[src/dzt_pkg.sv]
// Constants shared by the distance zone trip logic
package dzt_pkg;
    localparam int unsigned CLK_PERIOD_NS = 10;
    localparam int unsigned TICK_PERIOD_NS = 1000000;
    localparam int unsigned TICK_CYCLES = TICK_PERIOD_NS / CLK_PERIOD_NS;
    localparam int unsigned NZONES = 6;
    localparam int unsigned NDELAYS = 9;
    localparam int unsigned ZN_FIRST = 0;
    localparam int unsigned ZN_SECOND = 1;
    localparam int unsigned ZN_THIRD = 2;
    localparam int unsigned ZN_FOURTH = 3;
    localparam int unsigned ZN_FIFTH = 4;
    localparam int unsigned ZN_OVERREACH = 5;
    localparam logic [11:0] OFS_CTRL = 12'h000;
    localparam logic [11:0] OFS_STATUS = 12'h004;
    localparam logic [11:0] OFS_DELAY0 = 12'h010;
    localparam int unsigned CTRL_SECOND_SP = 0;
    localparam int unsigned CTRL_OVR_FIRST_AR = 1;
    localparam int unsigned CTRL_OVR_SP_ONLY = 2;
    localparam int unsigned CTRL_OVR_2PH_SP = 3;
    localparam int unsigned CTRL_TELE_LSB = 4;
    localparam logic [5:0] CTRL_RESET = 6'h02;
    // Delay slots in ms: first 1p/mp, second 1p/mp, third, fourth, fifth, overreach 1p/mp
    localparam logic [NDELAYS*16-1:0] DELAY_RESET = {
        16'h0000, 16'h0000, 16'h0384, 16'h0384, 16'h0258,
        16'h012C, 16'h012C, 16'h0000, 16'h0000};
endpackage

[src/dzt_trip.sv]
// Distance zone gating, delay timers and trip combination with an AHB-Lite register slave
//
// Design decisions made here: the placing of the registers and the AHB-Lite register port.
`timescale 1ns/1ps
`default_nettype none
// Functional notes
// - Any zone pickup raises general distance pickup
// - Per-zone per-phase fault detections feed logic
// - Gate detections, run zone timer, trip expiry
// - Single-pole only first, second, overreach with option
// - Per-pole trip events in single-pole zones
// - Separate single- and multi-phase delays there
// - Multi-phase and zones three-five trip three-pole
// - Single-pole trip needs external permit input
// - Energization signal bypasses zone delays
// - External blocks suppress fourth and fifth zones
// - Overreach enable or reclose enable activate overreach
// - Overreach enable only overreach; reclose enable shared
// - Overreach configurable single-pole faults only
// - Overreach may single-pole two-phase earthless faults
// - Teleprotection release only when scheme enabled
// - General trip when any zone trips
// - Per-phase single-pole outputs mean that pole only
// - Three-pole output when all poles open
// - Report tripping zone and single-pole possibility
// - Second zone single-pole needs setting, default no
// - Setting no holds overreach through first reclose
module dzt_trip
    import dzt_pkg::*;
#(
    parameter int unsigned TICK_DIV      = TICK_CYCLES,
    parameter bit          SP_OPTION     = 1'b1
) (
    input  wire logic                hclk,
    input  wire logic                hresetn,
    input  wire logic                hsel,
    input  wire logic [31:0]         haddr,
    input  wire logic [1:0]          htrans,
    input  wire logic                hwrite,
    input  wire logic [2:0]          hsize,
    input  wire logic [31:0]         hwdata,
    input  wire logic                hready,
    output logic                     hreadyout,
    output logic                     hresp,
    output logic [31:0]              hrdata,
    input  wire logic [NZONES*3-1:0] zone_phase_detect,
    input  wire logic                earth_fault,
    input  wire logic                single_pole_trip_permit_in,
    input  wire logic                overreach_zone_enable_in,
    input  wire logic                reclose_zones_enable_in,
    input  wire logic                reclose_internal_release,
    input  wire logic                first_reclose_cycle,
    input  wire logic                teleprot_release,
    input  wire logic                energize_bypass,
    input  wire logic                fourth_zone_block,
    input  wire logic                fifth_zone_block,
    output logic                     distance_general_pickup,
    output logic                     distance_general_trip,
    output logic                     single_pole_trip_phase_a,
    output logic                     single_pole_trip_phase_b,
    output logic                     single_pole_trip_phase_c,
    output logic                     three_pole_trip,
    output logic [NZONES-1:0]        zone_trip_id,
    output logic [NZONES-1:0]        zone_single_pole_alarm,
    output logic                     reclose_stage_release
);

    typedef struct packed {
        logic [31:0]               pre;
        logic [NZONES-1:0][15:0]   tmr;
        logic [5:0]                ctrl;
        logic [NDELAYS-1:0][15:0]  dly;
        logic                      wr_pend;
        logic [11:0]               wr_addr;
        logic [31:0]               rdata;
        logic                      pickup;
        logic                      trip;
        logic [2:0]                sp;
        logic                      tp;
        logic [NZONES-1:0]         zid;
        logic [NZONES-1:0]         zsp;
    } dzt_state_t;

    dzt_state_t s_q;
    dzt_state_t s_d;

    // Zones that may trip single-pole at all
    function automatic logic sp_zone(input int unsigned z);
        sp_zone = (z == ZN_FIRST) || (z == ZN_SECOND) || (z == ZN_OVERREACH);
    endfunction

    // Delay slot used by a zone for a single- or multi-phase fault
    function automatic int unsigned delay_slot(input int unsigned z, input logic single);
        case (z)
            ZN_FIRST:     delay_slot = single ? 0 : 1;
            ZN_SECOND:    delay_slot = single ? 2 : 3;
            ZN_THIRD:     delay_slot = 4;
            ZN_FOURTH:    delay_slot = 5;
            ZN_FIFTH:     delay_slot = 6;
            default:      delay_slot = single ? 7 : 8;
        endcase
    endfunction

    function automatic logic [31:0] reg_read(input dzt_state_t s, input logic [11:0] a);
        int unsigned i;
        reg_read = 32'h0000_0000;
        if (a == OFS_CTRL) begin
            reg_read = {26'h0, s.ctrl};
        end else if (a == OFS_STATUS) begin
            reg_read = {14'h0, s.zsp, s.zid, s.tp, s.sp, s.trip, s.pickup};
        end else begin
            for (i = 0; i < NDELAYS; i++) begin
                if (a == OFS_DELAY0 + 12'(4 * i)) begin
                    reg_read = {16'h0, s.dly[i]};
                end
            end
        end
    endfunction

    logic [2:0]        ph [NZONES];
    logic [NZONES-1:0] det;
    logic [NZONES-1:0] single;
    logic [NZONES-1:0] zone_trip;
    logic [NZONES-1:0] zone_sp_ok;
    logic [2:0]        sp_ph;
    logic              tp_req;
    logic              ovr_active;
    logic              ar_release;
    logic              tick;
    logic              addr_ok;
    int unsigned       slot;

    always_comb begin
        s_d = s_q;
        sp_ph = 3'h0;
        tp_req = 1'b0;
        slot = 0;
        tick = (s_q.pre == TICK_DIV - 1);
        s_d.pre = tick ? 32'h0000_0000 : s_q.pre + 32'h0000_0001;
        // Reclose release is held off during the first cycle when disabled
        ar_release = (reclose_zones_enable_in || reclose_internal_release)
            && (s_q.ctrl[CTRL_OVR_FIRST_AR] || !first_reclose_cycle);
        ovr_active = overreach_zone_enable_in || ar_release
            || (teleprot_release && (s_q.ctrl[CTRL_TELE_LSB +: 2] != 2'h0));
        for (int unsigned z = 0; z < NZONES; z++) begin
            ph[z] = zone_phase_detect[3*z +: 3];
            single[z] = (ph[z] == 3'h1) || (ph[z] == 3'h2) || (ph[z] == 3'h4);
            det[z] = |ph[z];
            zone_sp_ok[z] = 1'b0;
            zone_trip[z] = 1'b0;
        end
        det[ZN_FOURTH] = det[ZN_FOURTH] && !fourth_zone_block;
        det[ZN_FIFTH] = det[ZN_FIFTH] && !fifth_zone_block;
        det[ZN_OVERREACH] = det[ZN_OVERREACH] && ovr_active
            && (!s_q.ctrl[CTRL_OVR_SP_ONLY] || single[ZN_OVERREACH]);
        for (int unsigned z = 0; z < NZONES; z++) begin
            slot = delay_slot(z, single[z]);
            // Timers count whole ms while the zone stays picked up and restart on drop-out
            if (!det[z]) begin
                s_d.tmr[z] = 16'h0000;
            end else if (tick && s_q.tmr[z] != 16'hFFFF) begin
                s_d.tmr[z] = s_q.tmr[z] + 16'h0001;
            end
            zone_trip[z] = det[z] && ((s_q.tmr[z] >= s_q.dly[slot]) || energize_bypass);
            zone_sp_ok[z] = SP_OPTION && sp_zone(z) && single_pole_trip_permit_in
                && (z != ZN_SECOND || s_q.ctrl[CTRL_SECOND_SP])
                && (single[z] || (z == ZN_OVERREACH && s_q.ctrl[CTRL_OVR_2PH_SP]
                    && !earth_fault && ph[z] != 3'h7));
            if (zone_trip[z]) begin
                if (zone_sp_ok[z]) begin
                    // Earthless two-phase trips the lowest-lettered phase of the pair only, so a for c-a
                    sp_ph = sp_ph | (ph[z] & (~ph[z] + 3'h1));
                end else begin
                    tp_req = 1'b1;
                end
            end
        end
        // Different poles asked by several zones cannot be a single-pole trip
        if (sp_ph != 3'h1 && sp_ph != 3'h2 && sp_ph != 3'h4) begin
            tp_req = tp_req || (sp_ph != 3'h0);
        end
        s_d.pickup = |det;
        s_d.trip = |zone_trip;
        s_d.tp = tp_req;
        s_d.sp = tp_req ? 3'h0 : sp_ph;
        s_d.zid = zone_trip;
        s_d.zsp = zone_trip & zone_sp_ok;
        // Bus slave: writes land in the data phase, reads are prepared from the address phase
        if (s_q.wr_pend) begin
            if (s_q.wr_addr == OFS_CTRL) begin
                s_d.ctrl = hwdata[5:0];
            end
            for (int unsigned i = 0; i < NDELAYS; i++) begin
                if (s_q.wr_addr == OFS_DELAY0 + 12'(4 * i)) begin
                    s_d.dly[i] = hwdata[15:0];
                end
            end
        end
        addr_ok = hsel && hready && htrans[1];
        s_d.wr_pend = addr_ok && hwrite;
        s_d.wr_addr = haddr[11:0];
        s_d.rdata = (addr_ok && !hwrite && haddr[31:12] == 20'h00000)
            ? reg_read(s_q, haddr[11:0]) : 32'h0000_0000;
        if (s_d.wr_pend && haddr[31:12] != 20'h00000) begin
            s_d.wr_pend = 1'b0;
        end
    end

    always_ff @(posedge hclk or negedge hresetn) begin
        if (!hresetn) begin
            s_q <= '0;
            s_q.ctrl <= CTRL_RESET;
            s_q.dly <= DELAY_RESET;
        end else begin
            s_q <= s_d;
        end
    end

    assign hreadyout = 1'b1;
    assign hresp = 1'b0;
    assign hrdata = s_q.rdata;
    assign distance_general_pickup = s_q.pickup;
    assign distance_general_trip = s_q.trip;
    assign single_pole_trip_phase_a = s_q.sp[0];
    assign single_pole_trip_phase_b = s_q.sp[1];
    assign single_pole_trip_phase_c = s_q.sp[2];
    assign three_pole_trip = s_q.tp;
    assign zone_trip_id = s_q.zid;
    assign zone_single_pole_alarm = s_q.zsp;
    // Shared reclose release for any other function with a rapid reclose stage
    assign reclose_stage_release = reclose_zones_enable_in;

endmodule
`default_nettype wire

[config.mk]
export PLATFORM = sky130hd
export DESIGN_NAME = dzt_trip
export DESIGN_NICKNAME = d
export VERILOG_FILES = /design/src/dzt_pkg.sv /design/src/dzt_trip.sv
export SDC_FILE = /design/constraint.sdc
export NUM_CORES = 1
export LEC_CHECK = 0
export BUFFER_PORTS_ARGS = -buffer_cell sky130_fd_sc_hd__buf_2
export CAP_MARGIN = 20
export CORE_ASPECT_RATIO = 0.75
export CORE_MARGIN = 5
export CORE_UTILIZATION = 43
export CTS_CLUSTER_SIZE = 8
export DETAILED_ROUTE_END_ITERATION = 12
export MAX_ROUTING_LAYER = met4
export PLACE_DENSITY = 0.64
export SLEW_MARGIN = 20
export SYNTH_ARGS = -nofsm -noshare
export SYNTH_HDL_FRONTEND = slang
export SYNTH_SLANG_ARGS = --single-unit
[constraint.sdc]
create_clock -name hclk -period 4.8 [get_ports hclk]
set_clock_uncertainty 0.15 [all_clocks]
set_input_delay 0.24 -clock hclk [delete_from_list [all_inputs] [get_ports hclk]]
set_output_delay 0.24 -clock hclk [all_outputs]
set_load 0.02 [all_outputs]
==> summary.txt, run 1 <==
Critical path
  – CP Capture Type: register
  – Worst R2R Setup Slack: 1.09 ns
  – Crit path max-delay family: compound AO/OA/AOI/OAI gates
  – Crit-path cells: dlygate4sd3_1 > buf_2 > xnor2_1 > o21a_1 > buf_4 > mux2i_1 > ha_1 > and3_1 > a221oi_1 > o41a_1 > nor3_1 > a221o_1 > or4_1 > nor4bb_1
  – Worst setup path end: single_pole_trip_phase_b$_DFF_PN0_
  – Buf/Inv on CP: 3
  – Critical path arrival: roughly 4.8 ns
  – Max Fanout on Critical Path: 11
  – Critical Path RT: 5.07 ns
  – Max stage delay on crit path: 0.54 ns
  – FF-to-FF path depth: 10
  – Setup CP Type: in -> reg
  – R2R Path End: single_pole_trip_phase_b$_DFF_PN0_
  – Crit path from: zone_phase_detect[3]
  – Master of the slowest instance on the critical path: or4_1
  – Crit path launch type: input port
  – Reg2reg start: s_q[113]$_DFFE_PN1P_
  – WP depth: 14

Timing
  – Clock period minus worst slack: approximately 4.5 ns
  – Measured slew at the worst slew-check pin: 1.07 ns
  – Setup violators final: 0
  – Hold slack: 0.0365 ns
  – Slew Viols, Final: 0
  – Setup TNS: 0 ns
  – Fmax: 221 MHz
  – Unrepaired setup endpoints after global routing: no
  – Slew headroom: approximately 28%
  – Final period utilization: between 90% and 100%
  – Hold Fails Final Rpt: 0

Place
  – Port Buffers: about 110
  – Final GP Congestion: 0.898
  – DP HPWL: 34.7 mm
  – Placement Cell Area: 18500 µm²

Synth
  – Main synth FF type: dfrtp_1
  – Synthesized area per cell: between 10 and 15 µm²
  – Yosys top cell area share: 43.1%
  – Top cells by area, synth: dfrtp_1, mux2_2, ha_1
  – #FFs+latches synth: 323
  – Synth Instances: between 1500 and 2000
  – Seq/Total Area, Yosys: 46.2%
  – Post-synth ARST share: 100%
  – Synth cell types: 65
  – EDFF count, synth: 0
  – Synth Cell Area: 17500 µm²
  – Synth area leader: dfrtp_1
  – Yosys warning count: 0

Clock tree
  – Post-CTS Setup Repair Bufs: 0
  – Clock Path Buffers: 3
  – CTS Buf Count: 46
  – CTS tree: built
  – Root buffer cell: clkbuf_16
  – Clock latency on the worst-skew pair: 0.54 ns
  – H-tree depth: 2
  – PostCTS Resize Cnt: 0
  – Reg clk slew, reported paths: approximately 0.05 ns
  – Clock Sinks: 323

Routing
  – Vias per cell: 5.63
  – DRC Markers: 0
  – Routed WL: 47.8 mm
  – Wire length per cell: 20.6 µm
  – Drt pass-1 iters: 6
  – Via Count: 13052
  – Detail Route Antenna Nets: 0
  – Iter 0 DRT Violations: 1147

Finish
  – Nets@finish: 1956
  – Syn-to-layout area delta: 14.8%
  – Layout cells sized above 1: 20.9%
  – Register area: slightly above 8000 µm²
  – Area of the multi-input gates: 8680 µm²
  – Design Area, Final: 20100 µm²
  – Fillers: 3627

Floorplanning
  – I/O pin cnt: between 150 and 200
  – Die H: 185 µm
  – Core area: 40500 µm²
  – Die width: 243 µm
  – Site row count: 64
  – Initial Util: between 40% and 50%
  – Die area: 45000 µm²

Global route
  – Antenna violations before repair: 2
  – Vias in the first global route: 12867
  – Largest net degree at the start of global routing: 117
  – GR Overflow Total: 0
  – First-pass GRT wire length: approximately 75 mm
  – Total track usage: 21.7%

Min path
  – Hold depth: 4
  – Worst hold-check path type: in -> reg

Power and ir drop
  – Power Density: 310 nW/µm²
  – Max IR drop VDD: 252 µV
  – LEAKAGE: between 9 and 10 nW

Run
  – MaxCap Viol Count: 0

Run status
  – Status: finished, final reports clean
worst reg2reg max path, cell delays in order (launching register included):
cell and delay (ns):
dfstp_2 0.37, mux2i_1 0.44, ha_1 0.35, a21oi_1 0.12
o21ai_0 0.10, a221oi_1 0.27, o41a_1 0.46, nor3_1 0.11
a221o_1 0.30, or4_1 0.54, nor4bb_1 0.38
routing by layer:
| metal | vias to the layer above | track usage (%) | share of wire [%] |
|---|---|---|---|
| met5 | - | - | 0 |
| met4 | 0 | 4.42 | 1.6 |
| met3 | 69 | 5.67 | 8.0 |
| met2 | 433 | 31.7 | 43 |
| met1 | 6507 | 30.8 | 47 |
| li1 | 6043 | - | - |
where the power goes:
group | switching [W] | internal, W | total (W)
clock network | 0.00118 | 0.00179 | 0.00298
registers | 0.0000456 | 0.00278 | 0.00282
logic | 0.000270 | 0.000164 | 0.000434
total | 0.00150 | 0.00474 | 0.00624
cell type report:
class	instances	share of cell area (%)
Tap cell	528	3.28
Clock inverter	2	0.118
Multi-Input combinational cell	1143	43.1
Timing Repair Buffer	169	5.57
Inverter	68	1.27
Clock buffer	82	6.39
Antenna cell	2	0.0248
Sequential cell	323	40.3
cell usage in the layout, fill, tap and decap left out, drive strengths merged, types with 11 or more instances in the layout:
cell type,instances
ha,103
a211oi,18
nand4,48
dlygate4sd3,36
mux2,138
buf,133
mux2i,56
conb,20
a222oi,11
nor3,33
a21o,15
a21oi,46
dfrtp,302
and4,17
a221oi,18
inv,68
xnor2,48
nand3,42
and3,32
nor2,162
clkbuf,82
mux4,16
xor2,63
o21ai,48
dfstp,21
nand2,97
nor4,17
per-stage QoR:
step	setup WS, ns	std cells	total power (W)	utilization, %
final	0.282	2317	0.00624	49.7
after global routing	0.153	2317	0.00647	49.7
after CTS	0.408	2315	0.00630	49.7
after detailed placement	0.458	2195	0.00328	45.6
after global placement	0.608	2195	0.00327	45.6
after floorplan	0.925	1637	0.00308	-
logic make-up after synthesis:
logic type	count (synthesis)	synth area share (%)
and+or+nand+nor	498	14.1
DFF	323	46.2
muxes	210	14.1
AOI/OAI and AO/OA	200	7.78
buffers and inverters	171	4.82
xor gates and xnor gates	111	5.54
adders and majority gates	104	7.40
other	2	0.0428
registers in the layout, summed over array words and instances (netlist names):
register and flops:
s_q 291, hrdata 17, zone_trip_id 6, zone_single_pole_alarm 3, distance_general_pickup 1, distance_general_trip 1
single_pole_trip_phase_a 1, single_pole_trip_phase_b 1, single_pole_trip_phase_c 1, three_pole_trip 1
cell usage after synthesis, drive strengths merged (6+ instances only):
cell / n
a31oi: 8
clkbuf: 39
nand3: 42
ha: 103
nand2: 97
nor4: 17
o21a: 6
nor3: 33
nand4: 48
o21ai: 48
or3: 8
mux4: 16
nor2: 162
mux2: 138
xor2: 63
a22oi: 7
inv: 68
a211oi: 18
a222oi: 11
dfstp: 21
mux2i: 56
xnor2: 48
nor3b: 6
a21o: 15
buf: 64
nor2b: 7
a21oi: 46
a221oi: 18
and4: 17
dfrtp: 302
and3: 32
and2: 10
what timing repair did:
| item | CTS | global route |
|---|---|---|
| endpoints found under the hold margin | 186 | 0 |
| hold buffers | 36 | 0 |
| endpoints found under the setup margin | 0 | 0 |
worst min-delay path by stage:
stage / start / to / slack, ns
6_report: zone_phase_detect[6] / s_q[249]$_DFFE_PN0P_ / 0.04
3_5_place_dp: hresetn / s_q[62]$_DFF_PN0_ / 0.22
4_1_cts: zone_phase_detect[7] / s_q[253]$_DFFE_PN0P_ / 0.005
2_1_floorplan: hresetn / distance_general_pickup$_DFF_PN0_ / -0.21
3_3_place_gp: hresetn / s_q[58]$_DFF_PN0_ / 0.21
5_1_grt: zone_phase_detect[7] / s_q[260]$_DFFE_PN0P_ / 0.02
(Power assumes the default switching activity.)
==> run 2, diff against run 1 <==
--- a/config.mk
+++ b/config.mk
@@ -15,3 +15,3 @@
 export MAX_ROUTING_LAYER = met4
-export PLACE_DENSITY = 0.64
+export SKIP_CTS_REPAIR_TIMING = 1
 export SLEW_MARGIN = 20
==> constraint.sdc (replaced) <==
create_clock -name hclk -period 4.8 [get_ports hclk]
set_clock_uncertainty 0.15 [all_clocks]
set_input_delay 0.48 -clock hclk [delete_from_list [all_inputs] [get_ports hclk]]
set_output_delay 0.48 -clock hclk [all_outputs]
set_load 0.02 [all_outputs]
==> summary.txt, run 2 (same netlist as run 1, synthesis figures left out) <==
Finish
  – Layout cells sized above 1: 21.7% (+0.77 points)
  – Nets@finish: 1940 (-0.82%)
  – Most common cell after layout, fill and taps aside: dfrtp_1
  – Register area: 8110 µm² (unchanged)
  – Most frequent cells in the layout: dfrtp_1, nor2_1, mux2_2
  – Area of the multi-input gates: 8680 µm² (about the same)
  – Syn-to-layout area delta: 13.7%
  – Largest Register: s_q
  – Max FFs per register: 291 (unchanged)
  – Core Util, Final: 49.2% (-0.50 points)
  – Fillers: 3646 (+0.52%)
  – Final Non-Filler Cells: 2300 (-0.73%)

Timing
  – Slew Viols, Final: 0 (unchanged)
  – Final period utilization: 82.1% (-12 points)
  – Clock period minus worst slack: 3.94 ns (-0.577 ns)
  – Setup TNS: 0 ns (unchanged)
  – Measured slew at the worst slew-check pin: 1.11 ns (+0.0338 ns)
  – Setup violators final: 0 (unchanged)
  – Fmax: 254 MHz (+15%)
  – Hold Fails Final Rpt: 0 (unchanged)
  – Unrepaired setup endpoints after global routing: no
  – Slew headroom: 25.9% (-2.4 points)
  – PnR worst setup slack: 0.859 ns (+0.577 ns)

Min path
  – Worst hold-check path type: in -> reg
  – Hold depth: 3 (-1)
  – Worst hold start: hwrite
  – Hold Path Sink: s_q[62]$_DFF_PN0_

Global route
  – Largest net degree at the start of global routing: 115 (-1.7%)
  – First-pass GRT wire length: 74.3 mm (-0.77%)
  – Antenna violations before repair: 3 (+1)
  – Vias in the first global route: 12498 (-2.9%)
  – Total track usage: 21.9% (+0.17 points)
  – GR Overflow Total: 0 (unchanged)

Routing
  – Wire length per cell: 21.1 µm (+2.1%)
  – Routed WL: 48.4 mm (+1.4%)
  – Detail Route Antenna Nets: 0 (unchanged)
  – Vias per cell: 5.63 (about the same)
  – DRC Markers: 0 (unchanged)
  – Via Count: 12946 (-0.81%)
  – Iter 0 DRT Violations: 1021 (-11%)
  – Drt pass-1 iters: 7 (+1)

Critical path
  – Worst R2R Setup Slack: 1.24 ns (+0.15 ns)
  – Crit path launch type: input port
  – Crit path max-delay family: compound AO/OA/AOI/OAI gates
  – Max stage delay on crit path: 0.51 ns (-0.03 ns)
  – FF-to-FF path depth: 10 (unchanged)
  – Most used cell, CP: nor2_1
  – WP depth: 14 (unchanged)
  – Critical path arrival: 4.25 ns (-0.54 ns)
  – Reg2reg start: s_q[152]$_DFFE_PN1P_
  – CP Capture Type: register
  – Master of the slowest instance on the critical path: or4_1
  – R2R Path End: single_pole_trip_phase_b$_DFF_PN0_
  – Crit-path cells: buf_2 > xnor2_1 > o21ai_2 > buf_4 > mux2i_1 > ha_1 > a211oi_1 > nor2_1 > nor4_1 > o211a_1 > nor2_1 > a221o_1 > or4_1 > nor4bb_1
  – Critical Path RT: 5.11 ns (+0.04 ns)
  – Buf/Inv on CP: 2 (-1)
  – Setup CP Type: in -> reg
  – Max Fanout on Critical Path: 8 (-3)

Floorplanning
  – I/O pin cnt: 155 (unchanged)
  – Die area: 45000 µm² (unchanged)
  – Initial Util: 43.3% (unchanged)
  – Core area: 40500 µm² (unchanged)
  – Die width: 243 µm (unchanged)
  – Site row count: 64 (unchanged)
  – Die H: 185 µm (unchanged)

Clock tree
  – CTS Buf Count: 46 (unchanged)
  – Root buffer cell: clkbuf_16
  – CTS tree: built
  – Clock latency on the worst-skew pair: 0.56 ns (+0.02 ns)
  – Clock Path Buffers: 3 (unchanged)
  – Reg clk slew, reported paths: 0.05 ns (about the same)
  – Clock Sinks: 323 (unchanged)
  – H-tree depth: 2 (unchanged)

Run status
  – Status: finished, final reports clean

Place
  – Placed cells: 2204 (+0.41%)
  – Port Buffers: 114 (unchanged)
  – Place WS: 0.371 ns (-0.0879 ns)
  – Final GP Congestion: 0.890 (-0.95%)
  – DP HPWL: 35.6 mm (+2.6%)

Power and ir drop
  – Power Density: 313 nW/µm² (+1.2%)
  – Max IR drop VDD: 234 µV (-7.1%)
  – Power Total: 0.00624 W (+0.15%)
  – LEAKAGE: 9.34 nW (-0.66%)

Run
  – MaxCap Viol Count: 0 (unchanged)
run 2: cell types whose count changed in the layout (fill, tap and decap cells not counted), sizes merged:
cell         delta
buf             +9
clkbuf          -3
dlygate4sd3    -25
inv             +2
run 2: worst max path at each step:
| stage | startpoint | slack (ns) | endpoint |
|---|---|---|---|
| finish | zone_phase_detect[0] | 0.86 | single_pole_trip_phase_b$_DFF_PN0_ |
| global route | zone_phase_detect[3] | 0.69 | three_pole_trip$_DFF_PN0_ |
| CTS | zone_phase_detect[0] | 0.91 | single_pole_trip_phase_b$_DFF_PN0_ |
| detailed placement | zone_phase_detect[0] | 0.37 | single_pole_trip_phase_b$_DFF_PN0_ |
| global placement | zone_phase_detect[0] | 0.37 | single_pole_trip_phase_b$_DFF_PN0_ |
| floorplan | zone_phase_detect[17] | 0.69 | single_pole_trip_phase_b$_DFF_PN0_ |
run 2: metrics by stage:
step / hold slack, ns / cell area, µm²
finish: 0.00861 / 19900
global placement: 0.314 / 18500
detailed placement: 0.327 / 18500
floorplan: 0.0344 / 17600
CTS: -0.130 / 19800
global route: 0.0126 / 19900
run 2: where the power goes:
part	internal [W]	switching [W]	leakage [nW]	total [W]
registers	0.00278	0.0000471	4.13	0.00283
logic	0.000151	0.000270	4.59	0.000421
clock network	0.00179	0.00121	0.622	0.00300
run 2: worst register-to-register path, stage by stage, from the launching register on:
cell and delay (ns):
dfstp_2 0.54, inv_1 0.05, ha_1 0.31, a21oi_1 0.16
nor2b_1 0.06, o21ai_0 0.17, a21oi_1 0.09, a2111oi_0 0.63
a21oi_1 0.32, or4_1 0.67, nor4bb_1 0.31
run 2: final cells by class:
type,count,area share (%)
clock inverter,4,0.207
antenna,2,0.0251
tap,528,3.31
timing repair buffer,153,4.58
inverter,68,1.28
multi-input combinational,1143,43.5
sequential,323,40.7
clock buffer,79,6.39
run 2: metal layers:
metal,part of all wire [%],track usage (%),vias up
met4,3.6,7.78,0
met2,43,31.2,416
met1,47,31.0,6428
li1,-,-,6003
met3,7.2,4.41,99
met5,0,-,-
